## config.mk

```make
export PLATFORM = sky130hd
export DESIGN_NAME = bgr_file
export DESIGN_NICKNAME = d
export VERILOG_FILES = /design/src/bgr_pkg.sv /design/src/bgr_store.sv /design/src/bgr_file.sv
export SDC_FILE = /design/constraint.sdc
export NUM_CORES = 1
export LEC_CHECK = 0
export BUFFER_PORTS_ARGS = -buffer_cell sky130_fd_sc_hd__buf_2
export CELL_PAD_IN_SITES_DETAIL_PLACEMENT = 0
export CELL_PAD_IN_SITES_GLOBAL_PLACEMENT = 1
export CORE_MARGIN = 3
export CORE_UTILIZATION = 53
export CTS_BUF_LIST = sky130_fd_sc_hd__clkbuf_16
export DETAILED_ROUTE_END_ITERATION = 8
export HOLD_SLACK_MARGIN = 0.12
export PLACE_DENSITY_LB_ADDON = 0.2
export RECOVER_POWER = 25
export SKIP_CTS_REPAIR_TIMING = 1
export SYNTH_ARGS = -nofsm -noshare
export SYNTH_HDL_FRONTEND = slang
export SYNTH_HIERARCHICAL = 1
export SYNTH_SLANG_ARGS = --single-unit
```

## constraint.sdc

```tcl
create_clock -name core_clk -period 4.1 [get_ports core_clk]
set_input_delay 0.615 -clock core_clk [delete_from_list [all_inputs] [get_ports core_clk]]
set_output_delay 0.615 -clock core_clk [all_outputs]
set_load 0.05 [all_outputs]
```

## src/bgr_pkg.sv

```systemverilog
// Shared constants for the banked general register file.
// Assumes one core clock and an active-low asynchronous reset.
package bgr_pkg;
  // Data path and index widths
  localparam int BGR_DATA_W = 32;
  localparam int BGR_IDX_W = 4;
  localparam int BGR_PHYS_W = 5;
  localparam int BGR_NUM_PHYS = 24;
  // Physical layout: primary 0-7, shadow 8-15, unbanked 16-23
  localparam logic [4:0] BGR_PRIMARY_BASE = 5'h00;
  localparam logic [4:0] BGR_SHADOW_BASE = 5'h08;
  localparam logic [4:0] BGR_SHARED_BASE = 5'h10;
  // Bit positions inside the status word
  localparam int BGR_MODE_POS = 30;
  localparam int BGR_BANK_POS = 29;
  // Values forced by reset and by exception or interrupt entry
  localparam logic BGR_MODE_RST = 1'h1;
  localparam logic BGR_BANK_RST = 1'h1;
  localparam logic BGR_MODE_EXC = 1'h1;
  localparam logic BGR_BANK_EXC = 1'h1;
  // Read data value held before the first read
  localparam logic [31:0] BGR_RD_RST = 32'h0000_0000;
endpackage : bgr_pkg

```

## src/bgr_store.sv

```systemverilog
// Twenty-four word storage with one write and two registered reads.
// Assumes the caller only presents physical addresses 0 to 23.
`timescale 1ns/100ps
`default_nettype none
module bgr_store (
  // Clock and reset
  input wire logic core_clk,
  input wire logic rst_b,
  // Write port
  input wire logic wr_en,
  input wire logic [bgr_pkg::BGR_PHYS_W-1:0] wr_addr,
  input wire logic [bgr_pkg::BGR_DATA_W-1:0] wr_data,
  // Read port A
  input wire logic rd_a_en,
  input wire logic [bgr_pkg::BGR_PHYS_W-1:0] rd_a_addr,
  output logic [bgr_pkg::BGR_DATA_W-1:0] rd_a_data,
  // Read port B
  input wire logic rd_b_en,
  input wire logic [bgr_pkg::BGR_PHYS_W-1:0] rd_b_addr,
  output logic [bgr_pkg::BGR_DATA_W-1:0] rd_b_data
);
  import bgr_pkg::*;

  // Whole state: the array and both read registers
  typedef struct packed {
    logic [BGR_NUM_PHYS-1:0][BGR_DATA_W-1:0] mem;
    logic [BGR_DATA_W-1:0] rd_a;
    logic [BGR_DATA_W-1:0] rd_b;
  } bgr_store_type;

  bgr_store_type st_ff; // Registered state
  bgr_store_type nxt_st; // Next state

  // Reads see the array before this cycle's write (read-before-write)
  always_comb begin
    nxt_st = st_ff;
    if (rd_a_en) begin
      nxt_st.rd_a = st_ff.mem[rd_a_addr];
    end
    if (rd_b_en) begin
      nxt_st.rd_b = st_ff.mem[rd_b_addr];
    end
    if (wr_en) begin
      nxt_st.mem[wr_addr] = wr_data;
    end
  end

  // Only the read registers see reset; the array is left as it was,
  // which avoids a wide reset tree on storage nobody may trust anyway
  always_ff @(posedge core_clk or negedge rst_b) begin
    if (!rst_b) begin
      st_ff.rd_a <= BGR_RD_RST;
      st_ff.rd_b <= BGR_RD_RST; // Array untouched
    end else begin
      st_ff <= nxt_st;
    end
  end

  assign rd_a_data = st_ff.rd_a;
  assign rd_b_data = st_ff.rd_b;
endmodule // bgr_store
`default_nettype wire

```

## src/bgr_file.sv

```systemverilog
// Banked general register file: mapping of logical names 0-15 onto
// 24 physical words, plus the mode and bank select state bits.
// Assumes the pipeline drives requests synchronous to core_clk.
// Notes on behaviour
// - Twenty-four 32-bit words: primary, shadow, unbanked
// - Exactly sixteen words visible under logical names
// - User mode: low names always hit primary
// - Privileged, bank select clear: primary bank
// - Privileged, bank select set: shadow bank
// - Privileged, bank select set: primary only via control moves
// - Exception entry maps low names to shadow
// - Reset leaves all register contents undefined
// - Reset and exceptions force bank select high
`timescale 1ns/100ps
`default_nettype none
module bgr_file (
  // Clock and reset
  input wire logic core_clk,
  input wire logic rst_b,
  // Status word load and exception entry
  input wire logic status_wr_en,
  input wire logic [31:0] status_word,
  input wire logic exc_take,
  // Read port A
  input wire logic rd_a_en,
  input wire logic [bgr_pkg::BGR_IDX_W-1:0] rd_a_idx,
  input wire logic rd_a_alt,
  output logic rd_a_valid,
  output logic [bgr_pkg::BGR_DATA_W-1:0] rd_a_data,
  // Read port B
  input wire logic rd_b_en,
  input wire logic [bgr_pkg::BGR_IDX_W-1:0] rd_b_idx,
  input wire logic rd_b_alt,
  output logic rd_b_valid,
  output logic [bgr_pkg::BGR_DATA_W-1:0] rd_b_data,
  // Write port
  input wire logic wr_en,
  input wire logic [bgr_pkg::BGR_IDX_W-1:0] wr_idx,
  input wire logic wr_alt,
  input wire logic [bgr_pkg::BGR_DATA_W-1:0] wr_data,
  // Current mapping state and refusal flag
  output logic processor_mode_bit,
  output logic bank_select_bit,
  output logic alt_refused
);
  import bgr_pkg::*;

  // Whole control state of the mapper
  typedef struct packed {
    logic mode;
    logic bank;
    logic a_valid;
    logic b_valid;
    logic refused;
  } bgr_ctl_type;

  bgr_ctl_type st_ff; // Registered state
  bgr_ctl_type nxt_st; // Next state

  // Translate a logical name to a physical word address; sixteen
  // names always land on sixteen distinct words
  // In privileged mode alt selects the inactive bank, as the control moves do.
  function automatic logic [BGR_PHYS_W-1:0] bgr_map(
    input logic [BGR_IDX_W-1:0] idx,
    input logic alt,
    input logic mode,
    input logic bank
  );
    logic use_shadow;
    use_shadow = mode & (bank ^ alt);
    if (idx[3]) begin
      // High names ignore mode and bank entirely
      bgr_map = BGR_SHARED_BASE | {2'h0, idx[2:0]};
    end else if (use_shadow) begin
      bgr_map = BGR_SHADOW_BASE | {2'h0, idx[2:0]};
    end else begin
      bgr_map = BGR_PRIMARY_BASE | {2'h0, idx[2:0]};
    end
  endfunction

  // An alt access is only legal in privileged mode on names 0-7;
  // in user mode the shadow bank must stay out of reach
  function automatic logic bgr_bad_alt(
    input logic [BGR_IDX_W-1:0] idx,
    input logic alt,
    input logic mode
  );
    bgr_bad_alt = alt & (~mode | idx[3]);
  endfunction

  logic [BGR_PHYS_W-1:0] phys_a; // Mapped address, port A
  logic [BGR_PHYS_W-1:0] phys_b; // Mapped address, port B
  logic [BGR_PHYS_W-1:0] phys_w; // Mapped address, write port
  logic bad_a; // Port A alt access refused
  logic bad_b; // Port B alt access refused
  logic bad_w; // Write alt access refused
  logic go_a; // Read A reaches storage
  logic go_b; // Read B reaches storage
  logic go_w; // Write reaches storage

  // Address mapping uses the state as it stands this cycle;
  // a status load or exception takes effect from the next cycle
  always_comb begin
    phys_a = bgr_map(rd_a_idx, rd_a_alt, st_ff.mode, st_ff.bank);
    phys_b = bgr_map(rd_b_idx, rd_b_alt, st_ff.mode, st_ff.bank);
    phys_w = bgr_map(wr_idx, wr_alt, st_ff.mode, st_ff.bank);
    bad_a = rd_a_en & bgr_bad_alt(rd_a_idx, rd_a_alt, st_ff.mode);
    bad_b = rd_b_en & bgr_bad_alt(rd_b_idx, rd_b_alt, st_ff.mode);
    bad_w = wr_en & bgr_bad_alt(wr_idx, wr_alt, st_ff.mode);
    go_a = rd_a_en & ~bad_a;
    go_b = rd_b_en & ~bad_b;
    go_w = wr_en & ~bad_w; // Refused writes are dropped
  end

  // Next control state
  always_comb begin
    nxt_st = st_ff;
    // Every read answers next cycle, refused or not
    nxt_st.a_valid = rd_a_en;
    nxt_st.b_valid = rd_b_en;
    nxt_st.refused = bad_a | bad_b | bad_w;
    if (exc_take) begin
      // Entry wins over a status load in the same cycle, so the
      // interrupted code's primary bank is never the target
      nxt_st.mode = BGR_MODE_EXC;
      nxt_st.bank = BGR_BANK_EXC;
    end else if (status_wr_en) begin
      nxt_st.mode = status_word[BGR_MODE_POS];
      nxt_st.bank = status_word[BGR_BANK_POS];
    end
  end

  // Control registers; reset enters privileged mode, shadow bank
  always_ff @(posedge core_clk or negedge rst_b) begin
    if (!rst_b) begin
      st_ff.mode <= BGR_MODE_RST;
      st_ff.bank <= BGR_BANK_RST;
      st_ff.a_valid <= 1'h0;
      st_ff.b_valid <= 1'h0;
      st_ff.refused <= 1'h0;
    end else begin
      st_ff <= nxt_st;
    end
  end

  // Storage; contents are not reset
  bgr_store bgr_store_i (
    .core_clk (core_clk),
    .rst_b (rst_b),
    .wr_en (go_w),
    .wr_addr (phys_w),
    .wr_data (wr_data),
    .rd_a_en (go_a),
    .rd_a_addr (phys_a),
    .rd_a_data (rd_a_data),
    .rd_b_en (go_b),
    .rd_b_addr (phys_b),
    .rd_b_data (rd_b_data)
  );

  // Outputs straight from registers
  assign rd_a_valid = st_ff.a_valid;
  assign rd_b_valid = st_ff.b_valid;
  assign processor_mode_bit = st_ff.mode;
  assign bank_select_bit = st_ff.bank;
  assign alt_refused = st_ff.refused;

  // Assertions

  // User mode never reaches shadow storage
  user_primary_a: assert property (@(posedge core_clk) disable iff (!rst_b)
    (go_a && !st_ff.mode && !rd_a_idx[3]) |-> phys_a < BGR_SHADOW_BASE)
    else $error("user mode read mapped off primary");

  // Privileged, bank clear, plain access hits primary
  priv_primary_a: assert property (@(posedge core_clk) disable iff (!rst_b)
    (st_ff.mode && !st_ff.bank && !wr_alt && wr_en && !wr_idx[3])
    |-> phys_w == {2'h0, wr_idx[2:0]})
    else $error("bank clear write not on primary");

  // Privileged, bank set, plain access hits shadow
  priv_shadow_a: assert property (@(posedge core_clk) disable iff (!rst_b)
    (st_ff.mode && st_ff.bank && !rd_b_alt && !rd_b_idx[3])
    |-> phys_b == (BGR_SHADOW_BASE | {2'h0, rd_b_idx[2:0]}))
    else $error("bank set read not on shadow");

  // Privileged, bank set: primary reached only through alt access
  alt_primary_a: assert property (@(posedge core_clk) disable iff (!rst_b)
    (go_a && st_ff.bank && phys_a < BGR_SHADOW_BASE && st_ff.mode)
    |-> rd_a_alt)
    else $error("primary reached without control move");

  // High names are fixed to the unbanked set
  high_shared_a: assert property (@(posedge core_clk) disable iff (!rst_b)
    rd_a_idx[3] |-> phys_a == {2'h2, rd_a_idx[2:0]})
    else $error("high name not on unbanked set");

  // Plain names map one to one onto sixteen words
  sixteen_map_a: assert property (@(posedge core_clk) disable iff (!rst_b)
    (!rd_a_alt && !rd_b_alt && rd_a_idx != rd_b_idx) |-> phys_a != phys_b)
    else $error("two names share one word");

  // Exception entry switches low names to shadow next cycle
  exc_entry_a: assert property (@(posedge core_clk) disable iff (!rst_b)
    exc_take |=> (st_ff.mode && st_ff.bank &&
    (rd_a_idx[3] || rd_a_alt || phys_a >= BGR_SHADOW_BASE)))
    else $error("exception did not select shadow bank");

  // Bank select high in the first cycle after reset release
  reset_bank_a: assert property (@(posedge core_clk)
    $rose(rst_b) |-> bank_select_bit && processor_mode_bit)
    else $error("bank select not high after reset");

  // Written word comes back on a read issued in the cycle after the write
  logic [BGR_PHYS_W-1:0] chk_addr_ff; // Helper: last write address
  logic [BGR_DATA_W-1:0] chk_data_ff; // Helper: last write data
  logic chk_wr_ff; // Helper: write happened last cycle
  always_ff @(posedge core_clk or negedge rst_b) begin
    if (!rst_b) begin
      chk_wr_ff <= 1'h0;
      chk_addr_ff <= BGR_PRIMARY_BASE;
      chk_data_ff <= BGR_RD_RST;
    end else begin
      chk_wr_ff <= go_w;
      chk_addr_ff <= phys_w;
      chk_data_ff <= wr_data;
    end
  end
  store_read_a: assert property (@(posedge core_clk) disable iff (!rst_b)
    (chk_wr_ff && go_a && phys_a == chk_addr_ff && !go_w)
    |=> rd_a_valid && rd_a_data == $past(chk_data_ff))
    else $error("read did not return written word");
endmodule // bgr_file
`default_nettype wire

```

Word-level counts from Yosys, hierarchy flattened:

Index checks and enable logic that the tools add are counted.

* reduce and logical (&&, ||, !) cells: 3
* multiplexer cells: 15
* order comparisons: 4
* bitwise operators: 24

Operator list (count)
* $bwmux W768: 1
* $bmux W32 S5: 2
* $demux W32 S5: 1
* $mux W32: 3
* $lt A5 B6 Y1 const B: 3
* $mux W5: 3
* $and A1 B1 Y1: 12
* $mux W4: 3
* $ge A5 B1 Y1 const B: 1
* $or A1 B1 Y1: 5
* $mux W2: 2
* $not A1 Y1: 4
* $xor A1 B1 Y1: 3
* $reduce_and A2 Y1: 1
* $reduce_bool A2 Y1: 1
* $logic_and A1 B1 Y1: 1

* register bits: 837
* output and inout port bits: 69
* input bits: 86
* logic and storage cells: 77

Depth between registers and ports, before layout:

Gate-level depths: netlist (run 1).

* depth in word-level cells: 9
* gate-level depth with buffers: 10
* depth with buffers taken out: 7

Modules after synthesis:

Netlist (run 1), hierarchy kept.

Modules (own cells, without submodules)
* bgr_store: sequential area each 24663.7 um2, instances 1, area an instance 39257.7 um2, cells each 2598
* bgr_file: sequential area each 127.6 um2, instances 1, area an instance 256.5 um2, cells each 25

Least setup slack after synthesis (run 1):

OpenSTA, ideal clock, no wires.

* kind: flip-flop to flip-flop
* from: register st_ff (netlist bit processor_mode_bit)
* to: register bgr_store_i/st_ff[448] (netlist bit), enable pin
* required time: 3.679 ns
* slack: 0.662 ns
* library setup time: 0.421 ns
* path buffers: 1
* stages on the path, launching flop included: 7
* arrival: 3.017 ns
* clock period less this slack: 3.438 ns
* path through: dfstp_2 -> nand2b_1 -> a21boi_0 -> nand2_1 -> or3_1 -> clkbuf_1 -> nor2_1

* longest elaborated chain between the ends: 7

Ends and longest elaborated chain
* start: declaration: RTL line bgr_file.sv:57 `bgr_ctl_type st_ff;`
* start signal: assignment: RTL line bgr_file.sv:142 `st_ff <= nxt_st;`
* $not A1 Y1: RTL line bgr_file.sv:88 `bgr_bad_alt = alt & (~mode | idx[3]);`
* $or A1 B1 Y1: RTL line bgr_file.sv:88
* $and A1 B1 Y1: RTL line bgr_file.sv:88
* $and A1 B1 Y1: RTL line bgr_file.sv:109 `bad_w = wr_en & bgr_bad_alt(wr_idx, wr_alt, st_ff.mode);`
* $not A1 Y1: RTL line bgr_file.sv:112 `go_w = wr_en & ~bad_w;`
* $and A1 B1 Y1: RTL line bgr_file.sv:112
* via go_w: RTL line bgr_file.sv:99 `logic go_w;`
* $reduce_and A2 Y1 (no line)
* end signal: assignment: RTL line bgr_store.sv:55 `st_ff <= nxt_st;`
* end: declaration: RTL line bgr_store.sv:31 `bgr_store_type st_ff;`

The timed path passes the listed nets, and every way through them passes these cells.
A chain may end at the register's enable or synchronous reset.

Final worst setup path (run 1):

* from: input rst_b
* to: register bgr_store_i/st_ff[672] (netlist bit), enable pin

* longest elaborated chain between the ends: 1

Ends and longest elaborated chain
* start: declaration: RTL line bgr_file.sv:19 `input wire logic rst_b,`
* $reduce_and A2 Y1 (no line)

No other way between the ends.

==> results by stage, run 1 <==
Critical path:
- The path depth of the worst reg2reg path is 6.
- The element type at the critical path start is an input pin.
- In this run the critical register-to-register path is launched from processor_mode_bit.
- The largest fanout on the critical path is 29.
- The endpoint identified for the worst register-to-register timing path is bgr_store_i/st_ff[720].
- Data on the critical path arrives at its endpoint at 3.30 ns.
- The kind of end point of the critical path is a register.
- By startpoint and endpoint, the worst setup path is classified as in2reg.
- STA puts the critical path data required time at 4.42 ns.
- In this run the register-to-register setup slack is 1.18 ns.

Clocking:
- No sink is reached through more buffers than the 3 on the longest clock path.
- The total clock buffers created by CTS is 90.
- CTS placed an instance of sky130_fd_sc_hd__clkbuf_16 at the clock tree root.
- The number of levels the H-tree was split into is 3.
- TritonCTS built the clock tree.
- The clock net in this run drives a total of 837 sinks.
- The clock transition at the registers of the reported paths is 0.06 ns.
- The later pin in the worst-skew pair is clocked with a latency of 0.65 ns.

GRT:
- After global routing the overflow that remains totals 0.
- The maximum number of pins on one net before global-route repair is 75.
- Global routing used 31.90% of the available tracks.
- The first global-routing pass estimated 177800 µm of wire.
- The number of antenna violations at the first check in global routing is 9.
- The number of global-route vias before repair came to 25508.

Routing:
- The overall via count from detail_route is 25180.
- The initial DRC count is 2531.
- Using the TritonRoute via totals, the vias-per-cell ratio works out to 6.706.
- The detail route stage leaves a number of antenna-violating nets equal to 0.
- In the final routed layout, each cell accounts on average for 33.36 µm.
- The final routed DRC violation total is 0.
- Before antenna repair, the detailed router went through 8 iterations.
- The detailed-route wire length is 125300 µm.

Final layout:
- Fill cells in the final layout number 5598.
- The area taken by multi-input logic gates is 13170 µm².
- Compared with the post-synthesis result, the final layout area differs by 11.16%.
- The share of final-layout standard cells stronger than drive strength 1 is 18.80%.
- The sequential cell area in the final layout is 24790 µm².
- The final layout contains 2803 nets.
- Once layout is done, the placed cells without fillers occupy 43920 µm².

STA:
- The final worst clock skew is 0.01857 ns.
- The setup violation total in the final timing report is 0.
- The worst path needs 2.984 ns of the cycle, external delays included.
- The final critical path takes up 72.79% of the cycle.
- The worst slew margin relative to its limit is 18.97%.
- The highest clock frequency the design can meet is 335.1 MHz.
- The count of final hold-check violations came to 0.
- At the pin with the least slew margin, the transition time is 1.216 ns.
- The total negative setup slack is 0 ns.
- Setup repair after global routing left no endpoint under its margin.
- The final max-slew violation count came to 0.

Logic synthesis:
- The commonest cells after synthesis are 768 x sky130_fd_sc_hd__edfxtp_1, 595 x sky130_fd_sc_hd__mux2i_1, 212 x sky130_fd_sc_hd__nand2_1, 160 x sky130_fd_sc_hd__a22oi_1, 95 x sky130_fd_sc_hd__nor2_1.
- The total nets after synthesis is 2709.
- The number of enable-type register cells in the synthesized netlist is 768.
- The mapped netlist covers 39510 µm².
- After synthesis, the cell types taking the most area are sky130_fd_sc_hd__edfxtp_1 58%, sky130_fd_sc_hd__mux2i_1 15%, sky130_fd_sc_hd__dfrtp_1 4.2%.
- The number of different library cells used by synthesis comes to 44.
- The biggest area consumer among synthesized cells is sky130_fd_sc_hd__edfxtp_1.
- For this run, the number of Yosys warnings is 6.
- Counting flops and latches in the post-synthesis netlist gives 837.
- The share of flip-flops with an asynchronous set or reset after synthesis is 8.244%.
- The synthesized netlist cell count is 2623.
- Averaged over all synthesized cells, the footprint is 15.06 µm².
- sky130_fd_sc_hd__edfxtp_1 is the most common cell in the netlist.
- The sequential element share of the synthesized area is 62.74%.
- The share of the synthesized area in the top cell type is 58.36%.
- The leading register cell type out of synthesis is sky130_fd_sc_hd__edfxtp_1.

Power and ir drop:
- In this run the static leakage power is 15.96 nW.
- Dividing total power by cell area gives a power density of 452.4 nW/µm².
- The maximum resistive drop on vdd is 0.3625 mV.
- The internal cell power is 0.01472 W.
- In this run switching power makes up 25.95% of total power.
- Combinational cells account for 11.5% of the total power.
- The share of total power dissipated in the clock network is 40.0%.
- The analysis attributes to net switching a power of 0.005156 W.
- In this run, flip-flops and latches consume 48.4% of the power.

Placement:
- In this run the cell area measured after placement is 41040 µm².
- The placed wire-length estimate is 72050 µm.
- Buffers placed on the I/O ports in this run total 124.
- The final estimated routing congestion in global placement is 0.8282.

Die:
- The height of the chip is 279.0 µm.
- In this run the horizontal extent of the chip is 279.0 µm.
- The core area is 73450 µm².
- The full die area is 77870 µm².
- The starting density of the core is 53.79%.
- For this design the top-level I/O count stands at 155.
- The number of placement rows is 99.

Outcome:
- The flow ran to the end, and the final reports show no timing, DRC or antenna violations.

Min path:
- The path type of the worst min-delay path is in2reg.
- The number of instances on the worst hold path is 2.
- The start point of the worst hold path is exc_take.
- For hold timing, the worst endpoint is processor_mode_bit.

Run:
- The reported max-cap violation count is 0.
==> critical path, cell delays in order <==
cell and delay [ns]:
sky130_fd_sc_hd__dlygate4sd3_1 0.65, sky130_fd_sc_hd__buf_4 0.15, sky130_fd_sc_hd__buf_4 0.43, sky130_fd_sc_hd__nand4_1 0.17, sky130_fd_sc_hd__buf_4 0.24, sky130_fd_sc_hd__nor2_4 0.60
sky130_fd_sc_hd__buf_4 0.41
==> power by group through the flow <==
stage	sequential [W]	combinational (W)	clock, W
after floorplan	0.00974	0.00168	0
after global placement	0.00979	0.00225	0
after detailed placement	0.00980	0.00227	0
after CTS	0.00962	0.00227	0.00799
after global routing	0.00964	0.00238	0.00836
final	0.00963	0.00229	0.00795
==> cell families (layout without fill, tap and decap cells) <==
family	after synthesis	after routing	synth area share, %
other cells	0	4	0
mux	704	704	20.02
flops	837	837	62.74
xor+xnor	3	3	0.06651
compound gates	421	421	7.938
simple gates	408	408	4.547
buf+inv	250	419	4.686
==> how the worst max path moves through the flow <==
stage	startpoint	endpoint	slack (ns)	cells after the start
final	rst_b	bgr_store_i/st_ff[672]	1.12	7
after global placement	wr_idx[3]	bgr_store_i/st_ff[719]	1.02	7
after global routing	rst_b	bgr_store_i/st_ff[672]	1.07	7
after detailed placement	wr_idx[3]	bgr_store_i/st_ff[733]	0.97	7
after CTS	processor_mode_bit	bgr_store_i/st_ff[720]	1.23	6
after floorplan	processor_mode_bit	bgr_store_i/st_ff[448]	0.66	6
==> layer usage <==
layer | wire (µm) | up-vias | GRT usage (%) | part of all wire [%]
met5 | 36 | - | 0 | 0.029
met4 | 5662 | 6 | 14.24 | 4.5
met3 | 10380 | 344 | 6.012 | 8.3
met2 | 59330 | 1306 | 51.70 | 47
met1 | 49870 | 12995 | 42.33 | 40
li1 | - | 10529 | - | -
==> metrics by stage <==
stage                     hold WS, ns  cells  worst slack, ns  power [W]  util [%]
final                          0.1817   3755            1.116    0.01987     59.80
after global routing           0.1745   3751            1.073    0.02037     59.78
after CTS                     0.01909   3748            1.230    0.01989     59.78
after detailed placement       0.5108   3581           0.9674    0.01206     55.87
after global placement         0.5049   3581            1.024    0.01204     55.87
after floorplan                0.3194   2623           0.6621    0.01141         -
==> flip-flops by register name (all words and copies together), names as in the netlist <==
register and flops:
alt_refused 1, bank_select_bit 1, bgr_store_i/rd_a_data 32, bgr_store_i/rd_b_data 32, bgr_store_i/st_ff 768, processor_mode_bit 1
rd_a_valid 1, rd_b_valid 1
==> placed cells by master (no fill, tap or decap), types with 67 or more instances in the layout <==
master / count
sky130_fd_sc_hd__clkbuf_16: 92
sky130_fd_sc_hd__dfrtp_1: 67
sky130_fd_sc_hd__mux2i_1: 595
sky130_fd_sc_hd__edfxtp_1: 768
sky130_fd_sc_hd__buf_4: 103
sky130_fd_sc_hd__nand2_1: 210
sky130_fd_sc_hd__a21oi_1: 77
sky130_fd_sc_hd__buf_2: 97
sky130_fd_sc_hd__nor2_1: 69
sky130_fd_sc_hd__a22oi_1: 160
==> cell type report <==
type / instances / area share, %
Antenna cell: 4 / 0.02279
Clock buffer: 92 / 5.241
Clock inverter: 75 / 1.290
Multi-Input combinational cell: 1536 / 29.98
Sequential cell: 837 / 56.44
Tap cell: 959 / 2.732
Timing Repair Buffer: 252 / 4.290
Note: power is estimated with default switching activity, not from simulation.
==> run 2: changes to the inputs <==
==> constraint.sdc (replaced) <==
create_clock -name core_clk -period 2.9 [get_ports core_clk]
set_input_delay 0.435 -clock core_clk [delete_from_list [all_inputs] [get_ports core_clk]]
set_output_delay 0.435 -clock core_clk [all_outputs]
set_load 0.05 [all_outputs]
==> run 2 against run 1 <==
  * Die area is the same
  * Sequential share of layout area shrank 0.89 points
  * Global-route usage shrank 0.42 points
  * Power grew 42%
  * Register-to-register slack lost 0.94 ns
  * Routed wire length shrank 1.9%
  * Worst setup slack lost 0.88 ns
  * Core utilization grew 0.96 points
  * Final cell count grew 0.93%
  * Critical endpoint is now bgr_store_i/st_ff[208]
  * Largest power group unchanged
  * Highest routed layer is now met4
==> results by stage, run 2 (synthesized netlist as in run 1, its figures left out) <==
GRT:
- The wire length of the first global-routing pass came to 176900 µm (-0.51%).
- The overflow left after global routing is 0 (unchanged).
- The number of global-route vias before repair is 25721 (+0.84%).
- The maximum number of pins on one net before global-route repair is 47 (-37%).
- The total global routing track utilization is 31.48% (-0.42 points).
- The number of antenna violations at the first check in global routing is 5 (-4).

STA:
- The measured slew at the worst slew-check pin was 1.018 ns (-0.1978 ns).
- The final max-slew violation count is 0 (unchanged).
- The setup violation total in the final timing report was 0 (unchanged).
- The highest clock frequency the design can meet is 375.9 MHz.
- The count of final hold-check violations was 0 (unchanged).
- The tightest hold margin came to 0.1097 ns (-0.07204 ns).
- The clock period could shrink to 2.660 ns.
- Setup repair after global routing left no endpoint under its margin.
- The final worst clock skew was 0.02216 ns (+0.003585 ns).
- The ratio of final minimum period to clock period is 91.73%.
- The final worst setup slack is 0.2398 ns (-0.8758 ns).
- The worst slew margin relative to its limit is 32.15% (+13 points).

Critical path:
- The sum of buffers and inverters on the critical path is 1 (-4).
- The largest fanout on the critical path is 32 (+10%).
- The kind of end point of the critical path is a register.
- The path depth of the worst reg2reg path is 6 (unchanged).
- The worst setup path is launched from a register.
- The highest cell delay on the worst timing path was 0.62 ns (-0.03 ns).
- The critical path in this run is classified as reg2reg.
- The required time of the critical path is 3.21 ns (-1.21 ns).
- The cell family contributing the most delay on the critical path is simple AND/OR/NAND/NOR gates.
- Traced cell by cell, the critical path runs through nand2b_1 > a21boi_0 > nand2_1 > or3_1 > nor2_4 > buf_12.
- The critical path's slowest cell is sky130_fd_sc_hd__dfstp_2.
- The worst endpoint data arrival time is 2.97 ns (-0.33 ns).
- The logic depth of the worst setup path including buffers is 6 (-1).

Placement:
- The count of input and output buffers is 124 (unchanged).
- The worst slack at placement is 0.2417 ns (-0.7258 ns).
- The placement-stage cell area came to 41740 µm² (+1.7%).
- The placed wire-length estimate is 70660 µm (-1.9%).
- The final estimated routing congestion in global placement came to 0.8198 (-1.0%).

Die:
- The core area is 73450 µm² (unchanged).
- The height of the chip is 279.0 µm (unchanged).
- The starting density of the core is 53.79% (unchanged).
- The number of placement rows is 99 (unchanged).
- The horizontal extent of the die was 279.0 µm (unchanged).
- The full die area came to 77870 µm² (unchanged).
- The number of I/O pins is 155 (unchanged).

Clocking:
- The later-pin clock latency in the skew report is 0.66 ns (about the same).
- The number of buffers between clock root and the deepest sink is 3 (unchanged).
- The total clock buffers created by CTS was 86 (-4.4%).
- The number of levels the H-tree was split into is 3 (unchanged).
- The CTS tree is built.
- The clock sink count is 837 (unchanged).
- Clock tree synthesis selected as its root buffer the cell sky130_fd_sc_hd__clkbuf_16.
- The clock transition at the registers of the reported paths is 0.06 ns (about the same).

Power and ir drop:
- The net switching component of the power came to 0.007337 W (+42%).
- The total power draw was 0.02816 W (+42%).
- The power density normalized to cell area is 631.1 nW/µm² (+39%).
- The proportion of total power due to net switching is 26.05% (+0.10 points).
- The clock network fraction of total power was 39.9% (about the same).
- The part of the power in registers was 48.3% (about the same).
- The combinational fraction of design power came to 11.8% (+0.3 points).
- The maximum resistive drop on vdd is 0.4323 mV (+19%).
- The internal cell power is 0.02083 W (+42%).
- The total leakage power was 16.21 nW (+1.5%).

Routing:
- The overall via count from detail_route is 25221 (+0.16%).
- The ratio of routed vias to standard cells is 6.655 (-0.76%).
- The count of nets left with antenna violations after detail routing is 0 (unchanged).
- The detailed-route wire length was 122900 µm (-1.9%).
- The initial DRC count came to 3193 (+26%).
- The number of detailed-route iterations in the first pass is 5 (-3).
- The final routed DRC violation total is 0 (unchanged).
- The wire length per cell after detailed routing is 32.42 µm (-2.8%).

Final layout:
- The final cell utilization of the core is 60.76% (+0.96 points).
- bgr_store_i/st_ff holds more flip-flops than any other register.
- The number of flip-flops in the largest register is 768 (unchanged).
- The final non-filler cell area is 44630 µm² (+1.6%).
- The number of nets in the final layout is 2838 (+1.2%).
- The share of final-layout standard cells stronger than drive strength 1 came to 19.71% (+0.91 points).
- The most common library cell in the layout ignoring fill and taps is sky130_fd_sc_hd__edfxtp_1.
- In the layout the commonest cells are 768 x sky130_fd_sc_hd__edfxtp_1, 595 x sky130_fd_sc_hd__mux2i_1, 210 x sky130_fd_sc_hd__nand2_1.
- The area overhead of the layout relative to synthesis is 12.94%.
- The layout filler cell count was 5519 (-1.4%).

Outcome:
- The flow ran to the end, and the final reports show no timing, DRC or antenna violations.

Run:
- The reported max-cap violation count is 0 (unchanged).

Min path:
- The number of instances on the worst hold path is 3 (+1).
- The tightest min-delay check is of the in2reg type.
==> run 2: power groups by stage <==
stage	Sequential [W]	Combinational, W	Clock, W
after detailed placement	0.0138	0.00328	0
after global placement	0.0138	0.00324	0
after floorplan	0.0138	0.00237	0
after CTS	0.0136	0.00329	0.0113
final	0.0136	0.00332	0.0112
after global routing	0.0136	0.00346	0.0118
==> run 2: worst min-delay path, delay by kind of cell <==
kind | cells | cell delay (ns)
and+or+nand+nor | 2 | 0.14
buffers and inverters | 1 | 0.13
==> run 2: final timing paths <==
kind	slack (ns)	startpoint	end
setup / recovery	0.24	processor_mode_bit	bgr_store_i/st_ff[208]
hold / removal	0.11	rd_b_alt	alt_refused
setup reg to reg	0.24	processor_mode_bit	bgr_store_i/st_ff[208]
hold reg to reg	0.52	bgr_store_i/rd_a_data[16]	bgr_store_i/rd_a_data[16]
max in group asynchronous	0.93	rst_b	bgr_store_i/rd_a_data[8]
min in group asynchronous	0.62	rst_b	bgr_store_i/rd_a_data[27]
==> run 2: stage by stage <==
step	cells	setup TNS, ns
2_1_floorplan	2623	-139.31
3_5_place_dp	3616	0
6_report	3790	0
4_1_cts	3778	0
5_1_grt	3785	0
3_3_place_gp	3616	0
==> run 2: cell type report <==
class	instances	area, µm²	area share (%)
antenna	5	12.51	0.02804
clock buffer	86	2152	4.822
clock inverter	76	683.2	1.531
multi-input combinational	1536	13170	29.50
sequential	837	24790	55.55
tap	959	1200	2.689
timing repair buffer	291	2624	5.879
==> run 2: layer usage <==
layer,GRT usage [%],part of all wire [%],routed length [µm]
met5,0,0,0
met4,10.81,3.7,4533
met3,5.552,8.8,10800
met2,49.83,46,56730
met1,44.44,41,50810
